File: config.mk
export PLATFORM = sky130hd
export DESIGN_NAME = fsrc_top
export DESIGN_NICKNAME = d
export VERILOG_FILES = /design/src/fsrc_pkg.sv /design/src/fsrc_top.sv
export SDC_FILE = /design/constraint.sdc
export NUM_CORES = 1
export LEC_CHECK = 0
export ABC_AREA = 1
export BUFFER_PORTS_ARGS = -buffer_cell sky130_fd_sc_hd__buf_2
export CAP_MARGIN = 20
export CORE_ASPECT_RATIO = 0.7
export CORE_MARGIN = 5
export CORE_UTILIZATION = 35
export CTS_CLUSTER_DIAMETER = 120
export CTS_CLUSTER_SIZE = 24
export DETAILED_ROUTE_END_ITERATION = 8
export HOLD_SLACK_MARGIN = 0.12
export SYNTH_ARGS = -nofsm -noshare
export SYNTH_HDL_FRONTEND = slang
export SYNTH_SLANG_ARGS = --single-unit
File: constraint.sdc
create_clock -name clock -period 1.45 [get_ports clock]
set_clock_uncertainty 0.1 [all_clocks]
set_input_delay 0.435 -clock clock [delete_from_list [all_inputs] [get_ports clock]]
set_output_delay 0.435 -clock clock [all_outputs]
set_load 0.02 [all_outputs]
File: src/fsrc_pkg.sv
`default_nettype none
package fsrc_pkg;
    // ======================================================
    // register map
    localparam logic [7:0] ADDR_CTRL = 8'h00;
    localparam logic [7:0] ADDR_STAT = 8'h04;
    localparam logic [7:0] ADDR_LOAD = 8'h08;
    localparam logic [7:0] ADDR_LOCK = 8'h0C;
    localparam logic [3:0] CTRL_RESET = 4'h0;
    localparam logic [3:0] LOCK_PROG_RESET = 4'h0;
    // ======================================================
    // index pointer selectors
    localparam logic [15:0] IDX_FUSE_LOW  = 16'h0000;
    localparam logic [15:0] IDX_LOCK      = 16'h0001;
    localparam logic [15:0] IDX_FUSE_EXT  = 16'h0002;
    localparam logic [15:0] IDX_FUSE_HIGH = 16'h0003;
    // ======================================================
    // cycle windows and timing
    localparam logic [2:0] LOAD_WIN  = 3'h3;
    localparam logic [2:0] STORE_WIN = 3'h4;
    localparam int CLK_PERIOD_NS = 8;
    localparam int RC_PERIOD_NS  = 1000;
    localparam int WRITE_MIN_NS  = 3700000;
    localparam int WRITE_MAX_NS  = 4500000;
    localparam int WRITE_MIN_TICKS =
        (WRITE_MIN_NS + RC_PERIOD_NS - 1) / RC_PERIOD_NS;
    localparam int WRITE_MAX_TICKS = WRITE_MAX_NS / RC_PERIOD_NS;
    // ======================================================
    // types
    typedef struct packed {
        logic read_select;
        logic page_write;
        logic page_erase;
        logic enable;
    } fsrc_ctrl_t;
    typedef struct packed {
        logic [7:0] data;
        logic       valid;
    } fsrc_load_t;
    typedef enum {FW_IDLE, FW_WRITE} fsrc_wstate_t;
endpackage
`default_nettype wire

File: src/fsrc_top.sv
// Local design decisions: the APB register port and the address map.
`timescale 1ns/1ps
`default_nettype none
module fsrc_top
    import fsrc_pkg::*;
#(
    parameter int WRITE_TICKS = WRITE_MIN_TICKS
)(
    input  wire logic        clock,
    input  wire logic        rst_n,
    input  wire logic        por_n,
    input  wire logic        rc_osc,
    input  wire logic [7:0]  paddr,
    input  wire logic        psel,
    input  wire logic        penable,
    input  wire logic        pwrite,
    input  wire logic [31:0] pwdata,
    output logic      [31:0] prdata,
    output logic             pready,
    output logic             pslverr,
    input  wire logic        load_req,
    input  wire logic        store_req,
    input  wire logic [15:0] z_index,
    input  wire logic [7:0]  store_data,
    output logic      [15:0] pm_addr,
    input  wire logic [7:0]  pm_data,
    output fsrc_load_t       load_result,
    input  wire logic [7:0]  fuse_low_value,
    input  wire logic [7:0]  fuse_high_value,
    input  wire logic [7:0]  fuse_extended_value,
    output logic             flash_busy
);
    localparam int TW = $clog2(WRITE_TICKS + 1);
    localparam logic [TW-1:0] LAST_TICK = TW'(WRITE_TICKS - 1);

    // ======================================================
    // reset release and oscillator sync
    logic       rst_s1;
    logic       rst_core_n;
    logic       por_s1;
    logic       por_core_n;
    logic       rc_s1;
    logic       rc_s2;
    logic       rc_s3;

    always_ff @(posedge clock or negedge rst_n)
    begin
        if (!rst_n)
        begin
            rst_s1     <= 1'b0;
            rst_core_n <= 1'b0;
        end
        else
        begin
            rst_s1     <= 1'b1;
            rst_core_n <= rst_s1;
        end
    end

    // writer has its own reset so a core reset leaves it running
    always_ff @(posedge clock or negedge por_n)
    begin
        if (!por_n)
        begin
            por_s1     <= 1'b0;
            por_core_n <= 1'b0;
        end
        else
        begin
            por_s1     <= 1'b1;
            por_core_n <= por_s1;
        end
    end

    always_ff @(posedge clock or negedge por_core_n)
    begin
        if (!por_core_n)
        begin
            rc_s1 <= 1'b0;
            rc_s2 <= 1'b0;
            rc_s3 <= 1'b0;
        end
        else
        begin
            rc_s1 <= rc_osc;
            rc_s2 <= rc_s1;
            rc_s3 <= rc_s2;
        end
    end

    wire rc_rise = rc_s2 & ~rc_s3;

    // ======================================================
    // state
    fsrc_ctrl_t   ctrl;
    logic [2:0]   win_cnt;
    fsrc_wstate_t wstate;
    logic [TW-1:0] tick_cnt;
    logic         lock_op;
    logic [7:0]   lock_data;
    logic [3:0]   lock_prog;
    logic         pm_pending;

    // ======================================================
    // decode
    wire apb_setup = psel & ~penable;
    wire apb_done  = psel & penable & pready;
    wire hit_ctrl  = (paddr == ADDR_CTRL);
    wire hit_stat  = (paddr == ADDR_STAT);
    wire hit_load  = (paddr == ADDR_LOAD);
    wire hit_lock  = (paddr == ADDR_LOCK);
    wire hit_any   = hit_ctrl | hit_stat | hit_load | hit_lock;
    wire busy      = (wstate == FW_WRITE);
    // control writes refused while flash is busy
    wire ctrl_wr   = apb_done & pwrite & hit_ctrl & ~busy;
    wire both_set  = ctrl.read_select & ctrl.enable;
    wire load_open = both_set & (win_cnt < LOAD_WIN);
    wire rd_fuse   = load_req & load_open;
    wire store_go  = store_req & ctrl.enable & ~busy
                     & (win_cnt < STORE_WIN);
    wire win_end   = ctrl.enable & (win_cnt == STORE_WIN - 3'h1);
    wire wr_done   = busy & rc_rise & (tick_cnt == LAST_TICK);
    wire [7:0] lock_rb = {2'b11, ~lock_prog, 2'b11};

    // masks are 1 for programmed; every source is an argument so the wire follows it
    function automatic logic [7:0] fuse_sel(input logic [15:0] idx,
        input logic [7:0] lo, input logic [7:0] hi, input logic [7:0] ex, input logic [7:0] lk);
        if (idx == IDX_FUSE_LOW)
            return ~lo;
        else if (idx == IDX_FUSE_HIGH)
            return ~hi;
        else if (idx == IDX_FUSE_EXT)
            return ~ex;
        else if (idx == IDX_LOCK)
            return lk;
        else
            return 8'hFF;
    endfunction

    wire [7:0] fuse_byte =
        fuse_sel(z_index, fuse_low_value, fuse_high_value, fuse_extended_value, lock_rb);

    wire [31:0] rd_mux =
        hit_ctrl ? {28'h0, ctrl} :
        hit_stat ? {28'h0, win_cnt, busy} :
        hit_load ? {24'h0, load_result.data} :
        hit_lock ? {24'h0, lock_rb} : 32'h0;

    // ======================================================
    // apb slave: one wait-free access phase
    always_ff @(posedge clock or negedge rst_core_n)
    begin
        if (!rst_core_n)
        begin
            pready  <= 1'b0;
            prdata  <= 32'h0;
            pslverr <= 1'b0;
        end
        else
        begin
            pready  <= apb_setup;
            prdata  <= apb_setup & ~pwrite ? rd_mux : 32'h0;
            pslverr <= apb_setup & ~hit_any;
        end
    end

    // ======================================================
    // control bits and cycle window
    always_ff @(posedge clock or negedge rst_core_n)
    begin
        if (!rst_core_n)
        begin
            ctrl    <= CTRL_RESET;
            win_cnt <= 3'h0;
        end
        else if (ctrl_wr)
        begin
            ctrl    <= pwdata[3:0];
            win_cnt <= 3'h0;
        end
        else if (rd_fuse | store_go | win_end)
        begin
            ctrl    <= CTRL_RESET;
            win_cnt <= 3'h0;
        end
        else if (ctrl.enable)
            win_cnt <= win_cnt + 3'h1;
    end

    // ======================================================
    // load path
    always_ff @(posedge clock or negedge rst_core_n)
    begin
        if (!rst_core_n)
        begin
            pm_addr     <= 16'h0;
            pm_pending  <= 1'b0;
            load_result <= '0;
        end
        else
        begin
            pm_pending <= load_req & ~rd_fuse;
            if (load_req & ~rd_fuse)
                pm_addr <= z_index;
            if (rd_fuse)
                load_result <= {fuse_byte, 1'b1};
            else if (pm_pending)
                load_result <= {pm_data, 1'b1};
            else
                load_result.valid <= 1'b0;
        end
    end

    // ======================================================
    // flash writer on supply reset only
    always_ff @(posedge clock or negedge por_core_n)
    begin
        if (!por_core_n)
        begin
            wstate    <= FW_IDLE;
            tick_cnt  <= '0;
            lock_op   <= 1'b0;
            lock_data <= 8'hFF;
            lock_prog <= LOCK_PROG_RESET;
            flash_busy <= 1'b0;
        end
        else
        begin
            case (wstate)
                FW_IDLE:
                begin
                    // store_go is low under core reset: ctrl is clear
                    if (store_go)
                    begin
                        wstate     <= FW_WRITE;
                        tick_cnt   <= '0;
                        lock_op    <= ctrl.read_select;
                        lock_data  <= store_data;
                        flash_busy <= 1'b1;
                    end
                end
                FW_WRITE:
                begin
                    if (wr_done)
                    begin
                        wstate     <= FW_IDLE;
                        flash_busy <= 1'b0;
                        if (lock_op)
                            lock_prog <= lock_prog | ~lock_data[5:2];
                    end
                    else if (rc_rise)
                        tick_cnt <= tick_cnt + TW'(1);
                end
                default:
                    wstate <= FW_IDLE;
            endcase
        end
    end
endmodule // fsrc_top
`default_nettype wire

Yosys cells after proc, flatten, opt, wreduce, memory -nomap -nowiden
Index checks and enable logic that the tools add are counted.
- bits in registers: 106
- input port bits: 105
- logic and storage cells: 118
- $add $sub $neg: 2
- order comparisons: 2
- equal/unequal tests: 14
- mux-type cells: 27
- bitwise logic cells: 36
- reductions and logical operators: 12
- operator list (operator ; count):
    $mux W8 ; 9
    $mux W32 ; 2
    $pmux W32 S2 ; 1
    $mux W12 ; 3
    $eq A16 B2 Y1 const B ; 2
    $eq A32 B1 Y1 const B ; 1
    $eq A32 B2 Y1 const B ; 1
    $logic_not A32 Y1 ; 1
    $not A8 Y8 ; 3
    $pmux W12 S2 ; 1
    $and A1 B1 Y1 ; 19
    $eq A16 B1 Y1 const B ; 1
    $eq A8 B4 Y1 const B ; 2
    $logic_not A16 Y1 ; 1
    $add A12 B1 Y12 const B ; 1
    $eq A12 B12 Y1 const B ; 1
    $mux W3 ; 3
    $mux W9 ; 1
    $eq A8 B3 Y1 const B ; 1
    $logic_not A8 Y1 ; 1
    $mux W4 ; 2
    $ne A2 B2 Y1 const B ; 4
    $not A4 Y4 ; 2
    $mux W6 ; 1
    other kinds (14) ; 29

Depth between registers and ports, before layout
- depth after elaboration: 8
- depth in mapped cells: 10

Worst setup path after synthesis
No wires, ideal clock.
- path kind: flip-flop to flip-flop
- start: reg, netlist name flash_busy
- end: reg tick_cnt[8]
- library setup time: 127 ps
- arrival time: 1438 ps
- required time: 1223 ps
- setup slack: -214 ps
- stages on the path, launching flop included: 9
- period minus slack after synthesis: 1664 ps
- path through: dfrtp_1 buf_4 nor3_4 inv_2 nand2_1 nand3_2 buf_2 nand2_1 o21ai_0
- RTL lines (item ; RTL line ; source):
    end signal: assignment ; fsrc_top.sv:252 ; tick_cnt <= tick_cnt + TW'(1);
    end: declaration ; fsrc_top.sv:98 ; logic [TW-1:0] tick_cnt;

Worst setup path after layout
- start: reg flash_busy
- end: out flash_busy
- RTL lines (item ; RTL line ; source):
    start: declaration ; fsrc_top.sv:31 ; output logic flash_busy
    start signal: assignment ; fsrc_top.sv:225 ; flash_busy <= 1'b0;
    start signal: assignment ; fsrc_top.sv:239 ; flash_busy <= 1'b1;
    start signal: assignment ; fsrc_top.sv:247 ; flash_busy <= 1'b0;
No word-level cell between the ends.

==> results by group <==
Global routing
  – Global-route wire length before repair: 17840 um
  – Initial antenna violation count: 0
  – Total Routing Usage GR: 16.92%
  – Total gr overflow: 0
  – Largest net degree at the start of global routing: 44
  – Vias in the first global route: 3706

Pwr
  – Leakage power: 3.053 nW
  – Pwr Total: 5.696 mW
  – Cell Pwr Density: 961.9 nW/um^2
  – Comb power frac: 20.0%
  – Part of the power in registers: 39.9%
  – Internal power: 4.128 mW
  – Clock power frac: 40.2%
  – Switching power: 1.569 mW
  – VDD IR max: 0.0006913 V
  – Switch share: 27.54%

Detailed routing
  – # DRC: 0
  – Final ANT Viol Nets: 0
  – Number of vias per cell: 4.525
  – Drt wl/cell: 13.38 um
  – Pre-antenna DRT Iters: 5
  – Total Wirelength: 11380 um
  – DR vias: 3846
  – DR iter-0 viols: 225

Placed design
  – Dpl hpwl: 8476 um
  – IO Port Bufs: 108
  – Setup WS pre-CTS: -294.6 ps
  – GP Congestion: 0.9128

Setup path
  – Cell Chain, Critical Path: buf_6, buf_6
  – WP buf/inv: 2
  – Launch point of the worst reg-to-reg path: win_cnt[1]$_DFFE_PN0P_
  – Worst r2r path cells: 8
  – R2R Setup Slk: -80 ps
  – CP peak stage delay: 440 ps
  – Worst Setup Start Kind: flip-flop
  – CP top delay family: flip-flops
  – WP data required: 920 ps
  – Crit path kind: reg2out
  – Critical path peak fanout: 3
  – Worst Setup SP: flash_busy$_DFFE_PN0P_
  – Slowest cell on crit path: dfrtp_2
  – Worst Setup End Kind: primary output
  – Crit path DAT: 1010 ps
  – Reg2reg end: win_cnt[1]$_DFFE_PN0P_
  – Cell mode on critical path: buf_6

Timing
  – Minimum clock period: 1547 ps
  – RSZ-0062 raised after global routing: yes
  – Final Cycle Share: 106.7%
  – Setup WS post-layout: -97.27 ps
  – Fin. Hold Viols: 0
  – Max Clock Freq: 646.3 MHz
  – Final Setup Violations: 27
  – Final Slew Violations: 0
  – Fin Setup TNS: -1303 ps

Layout
  – Area Growth Syn to Fin: 52.53%
  – Diode count: 0
  – Share of cells above drive strength 1: 44.19%
  – Final #Nets: 800
  – Final Util: 54.18%

Logic synthesis
  – Post-synthesis instance total: 494
  – Yosys warning total: 0
  – #FFs+latches synth: 72
  – Yosys top cell area share: 43.83%
  – Cell Area, Synth: 3882 sq um
  – Syn Area/Cell: 7.859 sq um
  – Area contributors post-synth: dfrtp_1 44%, nand2_1 13%, buf_4 5.0%
  – Sequential area share after synthesis: 46.54%
  – Post-synth top area cell: dfrtp_1
  – Synth cell types: 37

Floorplanning
  – Initial Util: 35.52%
  – Die Wd: 135.9 um
  – Io pins: 165
  – Die height: 98.12 um
  – Rows: 32
  – Die area: 13330 sq um
  – Core area: 10930 sq um

Run
  – Maxcap violations: 0

Run status
  – Failing checks: setup timing
  – Outcome: complete, but fails checks

Worst hold path
  – Worst Hold Class: reg2async

CTS
  – CTS buffer count: 9
  – Clock-pin slew on the worst setup and hold paths: 60 ps
  – CTS tree: built
  – Root Buffer: clkbuf_16
  – CTS HTree Levels: 3
  – Worst skew pair latency: 330 ps
  – Clock Sinks: 72
  – CTS Buffer Depth: 2
cell usage in the layout, fill, tap and decap left out, types with 2 or more instances in the layout:
master / netlist / layout
nand2_1: 134 / 107
buf_2: 4 / 100
buf_4: 26 / 69
dfrtp_1: 68 / 66
nor2_1: 48 / 42
inv_1: 49 / 41
nand3_1: 33 / 27
nand2_2: 1 / 26
conb_1: 2 / 26
buf_6: 2 / 19
o21ai_2: 6 / 15
o21ai_1: 8 / 14
nand4_1: 12 / 12
o21ai_0: 25 / 10
clkbuf_16: 0 / 10
a21oi_1: 10 / 9
inv_2: 5 / 8
xor2_1: 8 / 8
nor2_4: 4 / 7
nor3_1: 13 / 7
nand3b_1: 6 / 6
nor2_2: 2 / 5
nand3_2: 1 / 5
nor3_2: 0 / 5
o211ai_1: 4 / 4
inv_4: 0 / 4
dfstp_2: 4 / 4
a21boi_2: 0 / 3
clkbuf_8: 0 / 3
dlygate4sd3_1: 0 / 3
buf_12: 0 / 3
nor3_4: 1 / 2
nand3_4: 0 / 2
nand2_4: 0 / 2
o21bai_1: 2 / 2
ha_2: 0 / 2
clkbuf_1: 1 / 2
dfrtp_2: 0 / 2
sequential cells by signal, indices dropped and copies added, names as in the netlist, 3 cells and up:
signal and cells:
lock_data 4, prdata 8, pm_addr 16, load_result 9, ctrl 4, win_cnt 3
lock_prog 4, tick_cnt 12
logic make-up after synthesis:
logic type	after synthesis	synth area share (%)
compound gates	60	8.959
fa+ha+maj	3	0.9669
flops	72	46.54
simple gates	260	29.78
other cells	2	0.1934
xor+xnor	9	2.030
buf+inv	88	11.54
cells in the mapped netlist:
cell type and number:
nor3_1 13, nor2_1 48, buf_4 26, nor2_4 4
o22ai_1 2, o21ai_2 6, o21bai_1 2, nand3_1 33
a21boi_1 2, buf_6 2, inv_2 5, clkbuf_1 1
o21ai_0 25, ha_1 3, nor2_2 2, a21oi_1 10
buf_2 4, nand2_2 1, nand3_2 1, nand3b_1 6
clkinv_1 1, and2_1 1, o211ai_1 4, a21boi_0 1
or2_2 2, nor3_4 1, xnor2_1 1, nor3b_1 1
xor2_1 8, nand4_1 12, nor4_1 1, dfstp_2 4
nand2_1 134, inv_1 49, o21ai_1 8, dfrtp_1 68
conb_1 2
power by group through the flow:
stage / clock, mW / sequential (mW) / combinational (mW)
after floorplan: 0 / 2.38 / 0.462
after global placement: 0 / 2.28 / 0.928
after detailed placement: 0 / 2.28 / 0.953
after CTS: 2.34 / 2.25 / 1.01
after global routing: 2.43 / 2.29 / 1.25
final: 2.29 / 2.27 / 1.14
how the worst max path moves through the flow:
stage | endpoint | slack, ps | cells after the start
after floorplan | tick_cnt[6]$_DFFE_PN0P_ | -80 | 8
after global placement | load_result[8]$_DFFE_PN0P_ | -280 | 8
after detailed placement | load_result[8]$_DFFE_PN0P_ | -290 | 8
after CTS | flash_busy | -110 | 2
after global routing | load_result[2]$_DFFE_PN0P_ | -140 | 8
final | flash_busy | -100 | 2
what timing repair did:
| item | CTS | global route |
|---|---|---|
| hold buffers | 3 | 0 |
| gates cloned | 3 | 1 |
| endpoints found under the hold margin | 5 | 0 |
| setup buffers | 11 | 9 |
| endpoints found under the setup margin | 34 | 62 |
| gates resized for setup | 45 | 72 |
| pin swaps | 10 | 18 |
metal layers:
metal | part of all wire (%) | vias up | global-route usage (%)
met2 | 44 | 114 | 24.96
met5 | 0 | - | 0
met4 | 1.2 | 0 | 4.648
li1 | - | 1940 | -
met1 | 49 | 1783 | 24.59
met3 | 5.9 | 9 | 4.428
metrics by stage:
stage          cells  hold slack [ps]  instance area, sq um
2_1_floorplan    518            39.41                  4044
3_3_place_gp     807            119.9                  5012
3_5_place_dp     807            122.1                  5012
4_1_cts          840            146.3                  5605
5_1_grt          850            177.5                  5922
6_report         850            124.4                  5922
layout make-up:
cell class / count / area [sq um]
inverter: 55 / 224.0
fill: 1034 / 5009
multi-input combinational: 358 / 2011
tap: 153 / 191.4
clock buffer: 14 / 274.0
clock inverter: 2 / 37.54
timing repair buffer: 196 / 1375
sequential: 72 / 1809
(Power assumes the default switching activity.)
